### src/drps_pkg.sv
// package of constants and types for the drive ramp and pid supervisor
package drps_pkg;
    // register byte offsets
    localparam logic [7:0] OFS_CTRL      = 8'h00;
    localparam logic [7:0] OFS_STATUS    = 8'h04;
    localparam logic [7:0] OFS_IRQ_MASK  = 8'h08;
    localparam logic [7:0] OFS_LOSS_CFG  = 8'h0C;
    localparam logic [7:0] OFS_SLEEP_CFG = 8'h10;
    localparam logic [7:0] OFS_WAKE_CFG  = 8'h14;
    localparam logic [7:0] OFS_ACCEL     = 8'h18;
    localparam logic [7:0] OFS_DECEL     = 8'h1C;
    localparam logic [7:0] OFS_SCURVE    = 8'h20;
    localparam logic [7:0] OFS_MOTOR     = 8'h24;
    localparam logic [7:0] OFS_PID_IN    = 8'h28;
    localparam logic [7:0] OFS_FREQ_REF  = 8'h2C;
    localparam logic [7:0] OFS_FREQ_OUT  = 8'h30;
    // status bit positions
    localparam int ST_LOSS  = 0;
    localparam int ST_SLEEP = 1;
    localparam int ST_WAKE  = 2;
    localparam int ST_FAULT = 3;
    // reset values (times in 0.1 s, freq in 0.01 Hz, percent in whole %)
    localparam logic [7:0]  RST_LOSS_TIME  = 8'h0A;
    localparam logic [7:0]  RST_SLEEP_DLY  = 8'h00;
    localparam logic [7:0]  RST_WAKE_DLY   = 8'h00;
    localparam logic [15:0] RST_ACC_DEC    = 16'h0064;
    localparam logic [7:0]  RST_SCURVE     = 8'h02;
    localparam logic [6:0]  RST_INT_LIMIT  = 7'h64;
    localparam logic [15:0] RST_RATED_FREQ = 16'h1388;
    localparam logic [15:0] RST_MAX_FREQ   = 16'h1388;
    localparam logic [7:0]  FN_ACC_DEC_TWO = 8'h1A;
    localparam logic [15:0] SCURVE_MAX     = 16'h0028;
    localparam logic [15:0] TIME_MIN       = 16'h0001;
    // control tick: 0.1 s at 50 MHz
    localparam int CLK_HZ       = 50_000_000;
    localparam int TICK_MS      = 100;
    localparam int TICK_CYCLES  = CLK_HZ / 1000 * TICK_MS;
    typedef enum logic [1:0] {DRPS_RUN, DRPS_SLEEP} drps_mode_t;
endpackage

### src/drps_qual_if.sv
`timescale 1ns/1ps
// qualifier timer interface between the top and the timer block
interface drps_qual_if;
    logic       cond;
    logic [7:0] limit;
    logic       hit;
    modport owner (output cond, output limit, input hit);
    modport timer (input cond, input limit, output hit);
endinterface

### src/drps_qual_timer.sv
`timescale 1ns/1ps
// condition qualification timer counted in control ticks
module drps_qual_timer
    import drps_pkg::*;
(
    input  wire logic  i_mclk,
    input  wire logic  i_rst_b,
    input  wire logic  i_tick,
    drps_qual_if.timer q
);
    logic [7:0] cnt_reg;

    // restart from zero when the condition drops
    always_ff @(posedge i_mclk or negedge i_rst_b) begin
        if (!i_rst_b) begin
            cnt_reg <= 8'h00;
        end else if (!q.cond) begin
            cnt_reg <= 8'h00;
        end else if (i_tick && cnt_reg < q.limit) begin
            cnt_reg <= cnt_reg + 8'h01;
        end
    end

    // zero delay qualifies at once
    assign q.hit = q.cond && (cnt_reg >= q.limit);

    a_timer_restart: assert property (@(posedge i_mclk) disable iff (!i_rst_b)
        !q.cond |=> cnt_reg == 8'h00) else $error("timer not restarted");
endmodule

### src/drps_top.sv
`timescale 1ns/1ps
// drive ramp, s-curve, slip, pid loss and sleep supervisor
module drps_top
    import drps_pkg::*;
#(
    parameter int TICK_LEN = TICK_CYCLES
) (
    input  wire logic        i_mclk,
    input  wire logic        i_rst_b,
    input  wire logic [7:0]  i_avs_address,
    input  wire logic        i_avs_read,
    input  wire logic        i_avs_write,
    input  wire logic [31:0] i_avs_writedata,
    input  wire logic [3:0]  i_avs_byteenable,
    output logic      [31:0] o_avs_readdata,
    output logic             o_avs_waitrequest,
    input  wire logic        i_dig_in,
    input  wire logic [15:0] i_torque_pct,
    output logic      [15:0] o_out_freq,
    output logic             o_out_enable,
    output logic             o_loss_alarm,
    output logic             o_irq
);
    // synchronised multifunction input
    logic       din_s1_reg;
    logic       din_s2_reg;
    // registers
    logic [31:0] ctrl_reg;      // [0] run, [8:1] pid select, [16:9] analog fn, [24:17] din fn
    logic [3:0]  status_reg;
    logic [3:0]  mask_reg;
    logic [31:0] loss_cfg_reg;  // [6:0] level %, [14:7] time, [24:15] fb gain x0.01, [26:25] action
    logic [31:0] sleep_cfg_reg; // [15:0] freq, [23:16] delay, [30:24] integral limit %
    logic [31:0] wake_cfg_reg;  // [15:0] freq, [23:16] delay
    logic [31:0] accel_reg;     // [15:0] time one, [31:16] time two, 0.1 s
    logic [31:0] decel_reg;
    logic [31:0] scurve_reg;    // four bytes: acc start, acc end, dec start, dec end
    logic [31:0] motor_reg;     // [15:0] rated freq, [31:16] max freq
    logic [31:0] pid_in_reg;    // [15:0] target, [31:16] feedback, percent x0.01
    logic [31:0] freq_ref_reg;  // [15:0] reference, [31:16] pid output
    logic [11:0] slip_reg;      // slip gain in whole percent
    logic [31:0] integ_reg;
    logic [31:0] tick_cnt_reg;
    logic        tick_reg;
    logic [15:0] ramp_reg;
    logic [15:0] rate_reg;
    logic [7:0]  seg_cnt_reg;
    logic        fault_reg;
    drps_mode_t  mode_reg;
    logic        done_reg;
    logic        is_reg;
    logic [15:0] step_next;
    logic [15:0] target_freq;
    logic [15:0] t_sel;
    logic        use_two;
    logic        sleep_ok;
    logic [31:0] dev_scaled;
    logic [31:0] loss_lvl;
    logic [31:0] int_lim;
    logic [31:0] slip_add;
    logic [31:0] out_calc;
    logic        bus_sel;
    logic [31:0] rd_next;

    drps_qual_if loss_q ();
    drps_qual_if sleep_q ();
    drps_qual_if wake_q ();

    // two-stage synchroniser for the pin
    always_ff @(posedge i_mclk or negedge i_rst_b) begin
        if (!i_rst_b) begin
            din_s1_reg <= 1'b0;
            din_s2_reg <= 1'b0;
        end else begin
            din_s1_reg <= i_dig_in;
            din_s2_reg <= din_s1_reg;
        end
    end

    // control tick divider
    always_ff @(posedge i_mclk or negedge i_rst_b) begin
        if (!i_rst_b) begin
            tick_cnt_reg <= 32'h0000_0000;
            tick_reg     <= 1'b0;
        end else if (tick_cnt_reg >= 32'(TICK_LEN - 1)) begin
            tick_cnt_reg <= 32'h0000_0000;
            tick_reg     <= 1'b1;
        end else begin
            tick_cnt_reg <= tick_cnt_reg + 32'h0000_0001;
            tick_reg     <= 1'b0;
        end
    end

    // deviation and loss level in common units of 0.01 % x gain 0.01
    always_comb begin
        dev_scaled = 32'(signed'({1'b0, pid_in_reg[15:0]}) - signed'({1'b0, pid_in_reg[31:16]}));
        if (dev_scaled[31]) begin
            dev_scaled = 32'h0000_0000;
        end else begin
            dev_scaled = 32'(dev_scaled[16:0]) * 32'(loss_cfg_reg[24:15]);
        end
        // widened before the product so a full 100 % level is not cut short
        loss_lvl = 32'(loss_cfg_reg[6:0]) * 32'd10000;
    end

    assign loss_q.cond  = (loss_cfg_reg[26:25] != 2'b00) && (dev_scaled <= loss_lvl);
    assign loss_q.limit = loss_cfg_reg[14:7];
    assign sleep_ok     = (ctrl_reg[8:1] != 8'h00) && (ctrl_reg[16:9] == 8'h00);
    assign sleep_q.cond  = sleep_ok && mode_reg == DRPS_RUN && freq_ref_reg[31:16] <= sleep_cfg_reg[15:0];
    assign sleep_q.limit = sleep_cfg_reg[23:16];
    assign wake_q.cond   = mode_reg == DRPS_SLEEP && freq_ref_reg[31:16] >= wake_cfg_reg[15:0];
    assign wake_q.limit  = wake_cfg_reg[23:16];

    drps_qual_timer u_loss (.i_mclk(i_mclk), .i_rst_b(i_rst_b), .i_tick(tick_reg), .q(loss_q));
    drps_qual_timer u_sleep (.i_mclk(i_mclk), .i_rst_b(i_rst_b), .i_tick(tick_reg), .q(sleep_q));
    drps_qual_timer u_wake (.i_mclk(i_mclk), .i_rst_b(i_rst_b), .i_tick(tick_reg), .q(wake_q));

    // sleep state machine
    always_ff @(posedge i_mclk or negedge i_rst_b) begin
        if (!i_rst_b) begin
            mode_reg <= DRPS_RUN;
        end else begin
            unique case (mode_reg)
                DRPS_RUN: begin
                    if (sleep_q.hit) begin
                        mode_reg <= DRPS_SLEEP;
                    end
                end
                DRPS_SLEEP: begin
                    if (wake_q.hit || !sleep_ok) begin
                        mode_reg <= DRPS_RUN;
                    end
                end
                default: mode_reg <= DRPS_RUN;
            endcase
        end
    end

    // fault latch, cleared with its status bit
    always_ff @(posedge i_mclk or negedge i_rst_b) begin
        if (!i_rst_b) begin
            fault_reg <= 1'b0;
        end else if (loss_q.hit && loss_cfg_reg[26:25] == 2'b10) begin
            fault_reg <= 1'b1;
        end else if (bus_sel && i_avs_write && i_avs_address == OFS_STATUS && i_avs_writedata[ST_FAULT]) begin
            fault_reg <= 1'b0;
        end
    end

    // integral term clamped to limit of max frequency
    assign int_lim = (32'(motor_reg[31:16]) * 32'(sleep_cfg_reg[30:24])) / 32'd100;
    always_ff @(posedge i_mclk or negedge i_rst_b) begin
        if (!i_rst_b) begin
            integ_reg <= 32'h0000_0000;
        end else if (tick_reg) begin
            if (integ_reg + dev_scaled / 32'd10000 > int_lim) begin
                integ_reg <= int_lim;
            end else begin
                integ_reg <= integ_reg + dev_scaled / 32'd10000;
            end
        end
    end

    // ramp target and time set selection
    assign use_two     = din_s2_reg && ctrl_reg[24:17] == FN_ACC_DEC_TWO;
    assign target_freq = (ctrl_reg[0] && mode_reg == DRPS_RUN && !fault_reg) ? freq_ref_reg[15:0] : 16'h0000;
    always_comb begin
        if (target_freq >= ramp_reg) begin
            t_sel = use_two ? accel_reg[31:16] : accel_reg[15:0];
        end else begin
            t_sel = use_two ? decel_reg[31:16] : decel_reg[15:0];
        end
        if (t_sel < TIME_MIN) begin
            t_sel = TIME_MIN;
        end
    end

    // full-rate step per tick: rated frequency over time; s-curve halves it in the corner segments
    always_comb begin
        step_next = 16'(motor_reg[15:0] / t_sel);
        if (step_next == 16'h0000) begin
            step_next = 16'h0001;
        end
        if (seg_cnt_reg != 8'h00) begin
            step_next = (step_next >> 1) | 16'h0001;
        end
    end

    // ramp generator; s-curve start segment loads and counts down at each ramp start from a settled output
    always_ff @(posedge i_mclk or negedge i_rst_b) begin
        if (!i_rst_b) begin
            ramp_reg    <= 16'h0000;
            rate_reg    <= 16'h0000;
            seg_cnt_reg <= 8'h00;
            done_reg    <= 1'b1;
            is_reg      <= 1'b0;
        end else if (tick_reg) begin
            rate_reg <= step_next;
            if (target_freq == ramp_reg) begin
                done_reg <= 1'b1;
            end else begin
                if (done_reg) begin
                    is_reg      <= target_freq > ramp_reg;
                    seg_cnt_reg <= target_freq > ramp_reg ? scurve_reg[7:0] : scurve_reg[23:16];
                end else if (seg_cnt_reg != 8'h00) begin
                    seg_cnt_reg <= seg_cnt_reg - 8'h01;
                end else if (is_reg && target_freq - ramp_reg <= 16'(step_next * scurve_reg[15:8])) begin
                    seg_cnt_reg <= scurve_reg[15:8];
                end else if (!is_reg && ramp_reg - target_freq <= 16'(step_next * scurve_reg[31:24])) begin
                    seg_cnt_reg <= scurve_reg[31:24];
                end
                done_reg <= 1'b0;
                if (target_freq > ramp_reg) begin
                    ramp_reg <= (target_freq - ramp_reg > step_next) ? ramp_reg + step_next : target_freq;
                end else begin
                    ramp_reg <= (ramp_reg - target_freq > step_next) ? ramp_reg - step_next : target_freq;
                end
            end
        end
    end

    // slip: rated frequency share scaled by torque and gain
    // gain is held in whole percent, so rated x torque % x gain % over 1e4
    assign slip_add = (({16'h0000, motor_reg[15:0]} * 32'(i_torque_pct) / 32'd100) * 32'(slip_reg)) / 32'd100;
    assign out_calc = {16'h0000, ramp_reg} + (ramp_reg == 16'h0000 ? 32'h0000_0000 : slip_add);

    // outputs to the power stage
    always_ff @(posedge i_mclk or negedge i_rst_b) begin
        if (!i_rst_b) begin
            o_out_freq   <= 16'h0000;
            o_out_enable <= 1'b0;
            o_loss_alarm <= 1'b0;
        end else begin
            o_out_freq   <= out_calc > 32'h0000_FFFF ? 16'hFFFF : out_calc[15:0];
            o_out_enable <= mode_reg == DRPS_RUN && !fault_reg && ctrl_reg[0];
            o_loss_alarm <= loss_q.hit;
        end
    end

    // sticky status, set wins over write-one clear
    always_ff @(posedge i_mclk or negedge i_rst_b) begin
        if (!i_rst_b) begin
            status_reg <= 4'h0;
        end else begin
            for (int b = 0; b < 4; b++) begin
                if (bus_sel && i_avs_write && i_avs_address == OFS_STATUS && i_avs_writedata[b]) begin
                    status_reg[b] <= 1'b0;
                end
            end
            if (loss_q.hit) status_reg[ST_LOSS] <= 1'b1;
            if (sleep_q.hit) status_reg[ST_SLEEP] <= 1'b1;
            if (wake_q.hit) status_reg[ST_WAKE] <= 1'b1;
            if (loss_q.hit && loss_cfg_reg[26:25] == 2'b10) status_reg[ST_FAULT] <= 1'b1;
        end
    end

    // avalon slave: one wait cycle then answer
    assign bus_sel = (i_avs_read || i_avs_write) && !o_avs_waitrequest;
    always_ff @(posedge i_mclk or negedge i_rst_b) begin
        if (!i_rst_b) begin
            o_avs_waitrequest <= 1'b1;
            o_avs_readdata    <= 32'h0000_0000;
        end else begin
            o_avs_waitrequest <= !((i_avs_read || i_avs_write) && o_avs_waitrequest);
            o_avs_readdata    <= rd_next;
        end
    end

    always_comb begin
        unique case (i_avs_address)
            OFS_CTRL:      rd_next = {7'h00, ctrl_reg[24:0]};
            OFS_STATUS:    rd_next = {27'h0, mode_reg == DRPS_SLEEP, status_reg};
            OFS_IRQ_MASK:  rd_next = {28'h0, mask_reg};
            OFS_LOSS_CFG:  rd_next = {5'h00, loss_cfg_reg[26:0]};
            OFS_SLEEP_CFG: rd_next = {1'b0, sleep_cfg_reg[30:0]};
            OFS_WAKE_CFG:  rd_next = {8'h00, wake_cfg_reg[23:0]};
            OFS_ACCEL:     rd_next = accel_reg;
            OFS_DECEL:     rd_next = decel_reg;
            OFS_SCURVE:    rd_next = scurve_reg;
            OFS_MOTOR:     rd_next = motor_reg;
            OFS_PID_IN:    rd_next = pid_in_reg;
            OFS_FREQ_REF:  rd_next = freq_ref_reg;
            OFS_FREQ_OUT:  rd_next = {4'h0, slip_reg, o_out_freq};
            default:       rd_next = 32'h0000_0000;
        endcase
    end

    // register writes, byte lanes honoured
    always_ff @(posedge i_mclk or negedge i_rst_b) begin
        if (!i_rst_b) begin
            ctrl_reg      <= 32'h0000_0000;
            mask_reg      <= 4'h0;
            loss_cfg_reg  <= {5'h00, 2'b00, 10'd100, RST_LOSS_TIME, 7'h00};
            sleep_cfg_reg <= {1'b0, RST_INT_LIMIT, RST_SLEEP_DLY, 16'h0000};
            wake_cfg_reg  <= {8'h00, RST_WAKE_DLY, 16'h0000};
            accel_reg     <= {RST_ACC_DEC, RST_ACC_DEC};
            decel_reg     <= {RST_ACC_DEC, RST_ACC_DEC};
            scurve_reg    <= {4{RST_SCURVE}};
            motor_reg     <= {RST_MAX_FREQ, RST_RATED_FREQ};
            pid_in_reg    <= 32'h0000_0000;
            freq_ref_reg  <= 32'h0000_0000;
            slip_reg      <= 12'h000;
        end else if (bus_sel && i_avs_write) begin
            for (int b = 0; b < 4; b++) begin
                if (i_avs_byteenable[b]) begin
                    unique case (i_avs_address)
                        OFS_CTRL:      ctrl_reg[8*b +: 8]      <= i_avs_writedata[8*b +: 8];
                        OFS_IRQ_MASK:  if (b == 0) mask_reg <= i_avs_writedata[3:0];
                        OFS_LOSS_CFG:  loss_cfg_reg[8*b +: 8]  <= i_avs_writedata[8*b +: 8];
                        OFS_SLEEP_CFG: sleep_cfg_reg[8*b +: 8] <= i_avs_writedata[8*b +: 8];
                        OFS_WAKE_CFG:  wake_cfg_reg[8*b +: 8]  <= i_avs_writedata[8*b +: 8];
                        OFS_ACCEL:     accel_reg[8*b +: 8]     <= i_avs_writedata[8*b +: 8];
                        OFS_DECEL:     decel_reg[8*b +: 8]     <= i_avs_writedata[8*b +: 8];
                        OFS_SCURVE:    scurve_reg[8*b +: 8]    <= i_avs_writedata[8*b +: 8];
                        OFS_MOTOR:     motor_reg[8*b +: 8]     <= i_avs_writedata[8*b +: 8];
                        OFS_PID_IN:    pid_in_reg[8*b +: 8]    <= i_avs_writedata[8*b +: 8];
                        OFS_FREQ_REF:  freq_ref_reg[8*b +: 8]  <= i_avs_writedata[8*b +: 8];
                        OFS_FREQ_OUT:  if (b == 2) slip_reg <= {4'h0, i_avs_writedata[23:16]};
                        default: ;
                    endcase
                end
            end
        end
    end

    // one level interrupt from unmasked sticky bits
    always_ff @(posedge i_mclk or negedge i_rst_b) begin
        if (!i_rst_b) begin
            o_irq <= 1'b0;
        end else begin
            o_irq <= |(status_reg & mask_reg);
        end
    end

    // checks
    a_loss_fault_off: assert property (@(posedge i_mclk) disable iff (!i_rst_b)
        fault_reg |=> !o_out_enable) else $error("output on during fault");
    a_sleep_output_off: assert property (@(posedge i_mclk) disable iff (!i_rst_b)
        mode_reg == DRPS_SLEEP |=> !o_out_enable) else $error("output on while asleep");
    a_sleep_needs_pid: assert property (@(posedge i_mclk) disable iff (!i_rst_b)
        $rose(mode_reg == DRPS_SLEEP) |-> $past(sleep_ok)) else $error("sleep without pid");
    a_wake_needs_hit: assert property (@(posedge i_mclk) disable iff (!i_rst_b)
        (mode_reg == DRPS_SLEEP && sleep_ok && !wake_q.hit) |=> mode_reg == DRPS_SLEEP) else $error("early wake");
    a_ramp_step_bound: assert property (@(posedge i_mclk) disable iff (!i_rst_b)
        !tick_reg |=> $stable(ramp_reg)) else $error("ramp moved off tick");
    a_ramp_up_limit: assert property (@(posedge i_mclk) disable iff (!i_rst_b)
        tick_reg && target_freq > ramp_reg |=> ramp_reg > $past(ramp_reg) && ramp_reg <= $past(target_freq))
        else $error("ramp up wrong");
    a_ramp_down_limit: assert property (@(posedge i_mclk) disable iff (!i_rst_b)
        tick_reg && target_freq < ramp_reg |=> ramp_reg < $past(ramp_reg) && ramp_reg >= $past(target_freq))
        else $error("ramp down wrong");
    a_integral_clamp: assert property (@(posedge i_mclk) disable iff (!i_rst_b)
        tick_reg |=> integ_reg <= $past(int_lim)) else $error("integral over limit");
    a_set_two_select: assert property (@(posedge i_mclk) disable iff (!i_rst_b)
        use_two && target_freq > ramp_reg |-> t_sel == (accel_reg[31:16] < TIME_MIN ? TIME_MIN : accel_reg[31:16]))
        else $error("time set two not used");
    a_alarm_follows: assert property (@(posedge i_mclk) disable iff (!i_rst_b)
        loss_q.hit |=> o_loss_alarm && status_reg[ST_LOSS]) else $error("loss flag missing");

    c_sleep_entry: cover property (@(posedge i_mclk) disable iff (!i_rst_b) $rose(mode_reg == DRPS_SLEEP));
    c_wake_up: cover property (@(posedge i_mclk) disable iff (!i_rst_b) $fell(mode_reg == DRPS_SLEEP));
    c_fault_trip: cover property (@(posedge i_mclk) disable iff (!i_rst_b) $rose(fault_reg));
    c_scurve_run: cover property (@(posedge i_mclk) disable iff (!i_rst_b) seg_cnt_reg != 8'h00 && tick_reg);
endmodule

### config.mk
export PLATFORM = sky130hd
export DESIGN_NAME = drps_top
export DESIGN_NICKNAME = d
export VERILOG_FILES = /design/src/drps_pkg.sv /design/src/drps_qual_if.sv /design/src/drps_qual_timer.sv /design/src/drps_top.sv
export SDC_FILE = /design/constraint.sdc
export NUM_CORES = 2
export LEC_CHECK = 0
export ABC_AREA = 1
export BUFFER_PORTS_ARGS = -buffer_cell sky130_fd_sc_hd__buf_4
export CAP_MARGIN = 25
export CORE_MARGIN = 4
export CORE_UTILIZATION = 55
export DETAILED_ROUTE_END_ITERATION = 10
export PLACE_DENSITY_LB_ADDON = 0.15
export SLEW_MARGIN = 20
export SYNTH_ARGS = -nofsm -noshare
export SYNTH_HDL_FRONTEND = slang
export SYNTH_SLANG_ARGS = --single-unit
### constraint.sdc
create_clock -name i_mclk -period 89 [get_ports i_mclk]
set_input_delay 13.35 -clock i_mclk [delete_from_list [all_inputs] [get_ports i_mclk]]
set_output_delay 13.35 -clock i_mclk [all_outputs]
set_load 0.005 [all_outputs]
==> flow_metrics.py <==
metrics = {
    "cts": {
        "hold_buffers": 0,
        "clkTransAtPathRegs_ns": 0.06,
        "cts_resized": 0,
        "root_buffer": "clkbuf_16",
        "htreeDepth": 2,
        "cts_tree": "built",
        "numCtsBuffers": 51,
        "clkLatencyLatePin_ns": 0.66,
        "cts.sinks": 453,
        "postCtsSetupBuffers": 0,
        "cts_buffer_depth": 3,
    },
    "detailed_routing": {
        "wl_um": 216700,
        "drc_errors": 0,
        "antenna_left": 0,
        "vias": 62080,
        "dr.pass1.iters": 6,
        "detail_route.wl_per_cell_um": 19.63,
        "via_per_inst": 5.623,
        "drt_iter0_markers": 5354,
    },
    "logic_synthesis": {
        "netlist_area_um2": 66810,
        "synth.yosys.seq_area_share": 0.1704,
        "synth_top_area_cell": "fa_1",
        "syn-instance-count": 9430,
        "synthTopCellsByArea": "fa_1 18%, dfrtp_1 16%, nand2_1 13%",
        "synth_top_cell_area_share": 0.1765,
        "synth-edff-count": 0,
        "yosys_warnings": 0,
        "async_reset_ff_frac": 1.000,
        "ys_ff_latch": 453,
        "avgSynthCellArea_um2": 7.085,
        "synthFlopType": "dfrtp_1",
        "synth_cell_types": 73,
    },
    "worst_setup_path": {
        "r2r_cells": 311,
        "crit_top_cell": "nand2_1",
        "cp_top_family": "simple AND/OR/NAND/NOR gates",
        "cpMaxStageDelayCell": "fa_1",
        "cp-end-kind": "flop",
        "crit_required_ns": 89.47,
        "worstPathMaxFanout": 16,
        "slowest_delay_ns": 0.55,
        "reg2reg_from": "status_reg[3]$_DFFE_PN0P_",
        "worstSetupEndpoint": "o_out_freq[0]$_DFF_PN0_",
        "critPathLaunch": "i_torque_pct[3]",
        "cp.depth": 310,
        "cp.arrival_ns": 55.33,
        "r2r-end": "seg_cnt_reg[1]$_DFFE_PN0P_",
        "startpoint_type": "primary input",
        "cp_num_buf_inv": 28,
        "r2r_slack_ns": 36.84,
        "crit_type": "primary input to flop",
    },
    "job": {
        "drv_cap": 0,
    },
    "timing": {
        "final.min_clock_period_ns": 54.86,
        "setup_tns_ns": 0,
        "max_freq_mhz": 18.23,
        "rsz0062_at_grt": "no",
        "hold_viol": 0,
        "whs_ns": 0.3507,
        "timing_max_transition_violations_final": 0,
        "period_share": 0.6164,
        "tightest_slew_ns": 1.134,
        "fin_worst_skew_ns": 0.07356,
        "max_slew_margin": 0.2391,
        "setup_viol": 0,
    },
    "die": {
        "io_pins": 117,
        "num_rows": 127,
        "core_um2": 120300,
        "die_h_um": 356.5,
        "die_width_um": 356.5,
        "start_util": 0.5554,
        "die-area_um2": 127100,
    },
    "placement": {
        "hpwl_um": 173100,
        "routabilityCongestion": 0.9679,
        "portBuffers": 116,
    },
    "layout": {
        "drive_gt1_frac": 0.06492,
        "nNetsFinal": 10710,
        "final_util": 0.5897,
        "final_cell_mix": "2348 x nand2_1, 1733 x inv_1, 708 x nor2_1, 678 x o21ai_0, 670 x ha_1",
        "seq_area_um2": 11380,
        "layout_commonest_cell": "nand2_1",
        "area_delta_synth_final_pct": 6.178,
        "nFillCells": 11420,
        "multiInputGateArea_um2": 47570,
    },
    "global_route": {
        "antenna_found_initial": 5,
        "gr-usage-all-layers": 0.3405,
        "grt_start_max_net_pins": 78,
        "first_global_vias": 61080,
        "overflow": 0,
        "grt_pass1_wl_um": 339300,
    },
    "run_status": {
        "status": "finished clean",
    },
    "hold_path": {
        "worstHoldPathType": "flop to flop",
    },
}
-- worst min-delay path by stage --
stage                          from              endpoint  slack [ns]  depth (start not counted)
5_1_grt        din_s1_reg$_DFF_PN0_  din_s2_reg$_DFF_PN0_        0.36                          0
3_5_place_dp   din_s1_reg$_DFF_PN0_  din_s2_reg$_DFF_PN0_        0.34                          0
3_3_place_gp   din_s1_reg$_DFF_PN0_  din_s2_reg$_DFF_PN0_        0.33                          0
6_report       din_s1_reg$_DFF_PN0_  din_s2_reg$_DFF_PN0_        0.35                          0
2_1_floorplan  din_s1_reg$_DFF_PN0_  din_s2_reg$_DFF_PN0_        0.33                          0
4_1_cts        din_s1_reg$_DFF_PN0_  din_s2_reg$_DFF_PN0_        0.35                          0
-- area by class of cell --
cell class | instances | share of cell area
clock inverters | 28 | 0.004868
well taps | 1612 | 0.02843
repair buffers | 184 | 0.02043
diodes | 1 | 0.00003528
flip-flops and latches | 453 | 0.1604
multi-input cells | 6899 | 0.6706
inverters | 1797 | 0.09511
clock buffers | 66 | 0.02005
-- kinds of logic (layout without fill, tap and decap cells) --
| kind of cell | count (synthesis) | after routing | synth area share |
|---|---|---|---|
| compound gates | 1479 | 1479 | 0.1260 |
| xor+xnor | 292 | 292 | 0.03839 |
| fa+ha+maj | 1259 | 1259 | 0.3020 |
| buf+inv | 2086 | 2075 | 0.1188 |
| flops | 453 | 453 | 0.1704 |
| mux | 7 | 7 | 0.001105 |
| other cells | 1 | 10 | 0.00005613 |
| simple gates | 3853 | 3853 | 0.2433 |
-- stage by stage --
stage / worst slack [ns] / cell area (µm²) / std cells
3_5_place_dp: 34.01 / 69080 / 10940
4_1_cts: 34.62 / 70850 / 11040
6_report: 34.14 / 70940 / 11040
3_3_place_gp: 36.05 / 69070 / 10940
2_1_floorplan: 40.04 / 66840 / 9438
5_1_grt: 28.68 / 70930 / 11040
-- Yosys cell counts (64+ instances only) --
cell	instances
ha_1	670
clkbuf_1	261
fa_1	589
a21oi_1	413
xnor2_1	97
dfrtp_1	417
nand3_1	351
o21ai_0	682
xor2_1	194
nand2_1	2348
nand2_2	105
inv_1	1733
nand4_1	101
a221oi_1	64
nor2_1	715
-- per-layer routing --
layer | up-vias | global-route usage | part of all wire | routed length [µm]
met3 | 592 | 0.05521 | 0.078 | 16860
li1 | 29580 | - | - | -
met1 | 29560 | 0.4374 | 0.40 | 87650
met2 | 2344 | 0.5556 | 0.45 | 98570
met4 | 4 | 0.1762 | 0.063 | 13630
met5 | - | 0 | 0.00018 | 38
Power is not shown: default switching activity piles up to over one toggle a cycle in this logic, so the estimate is an artifact.
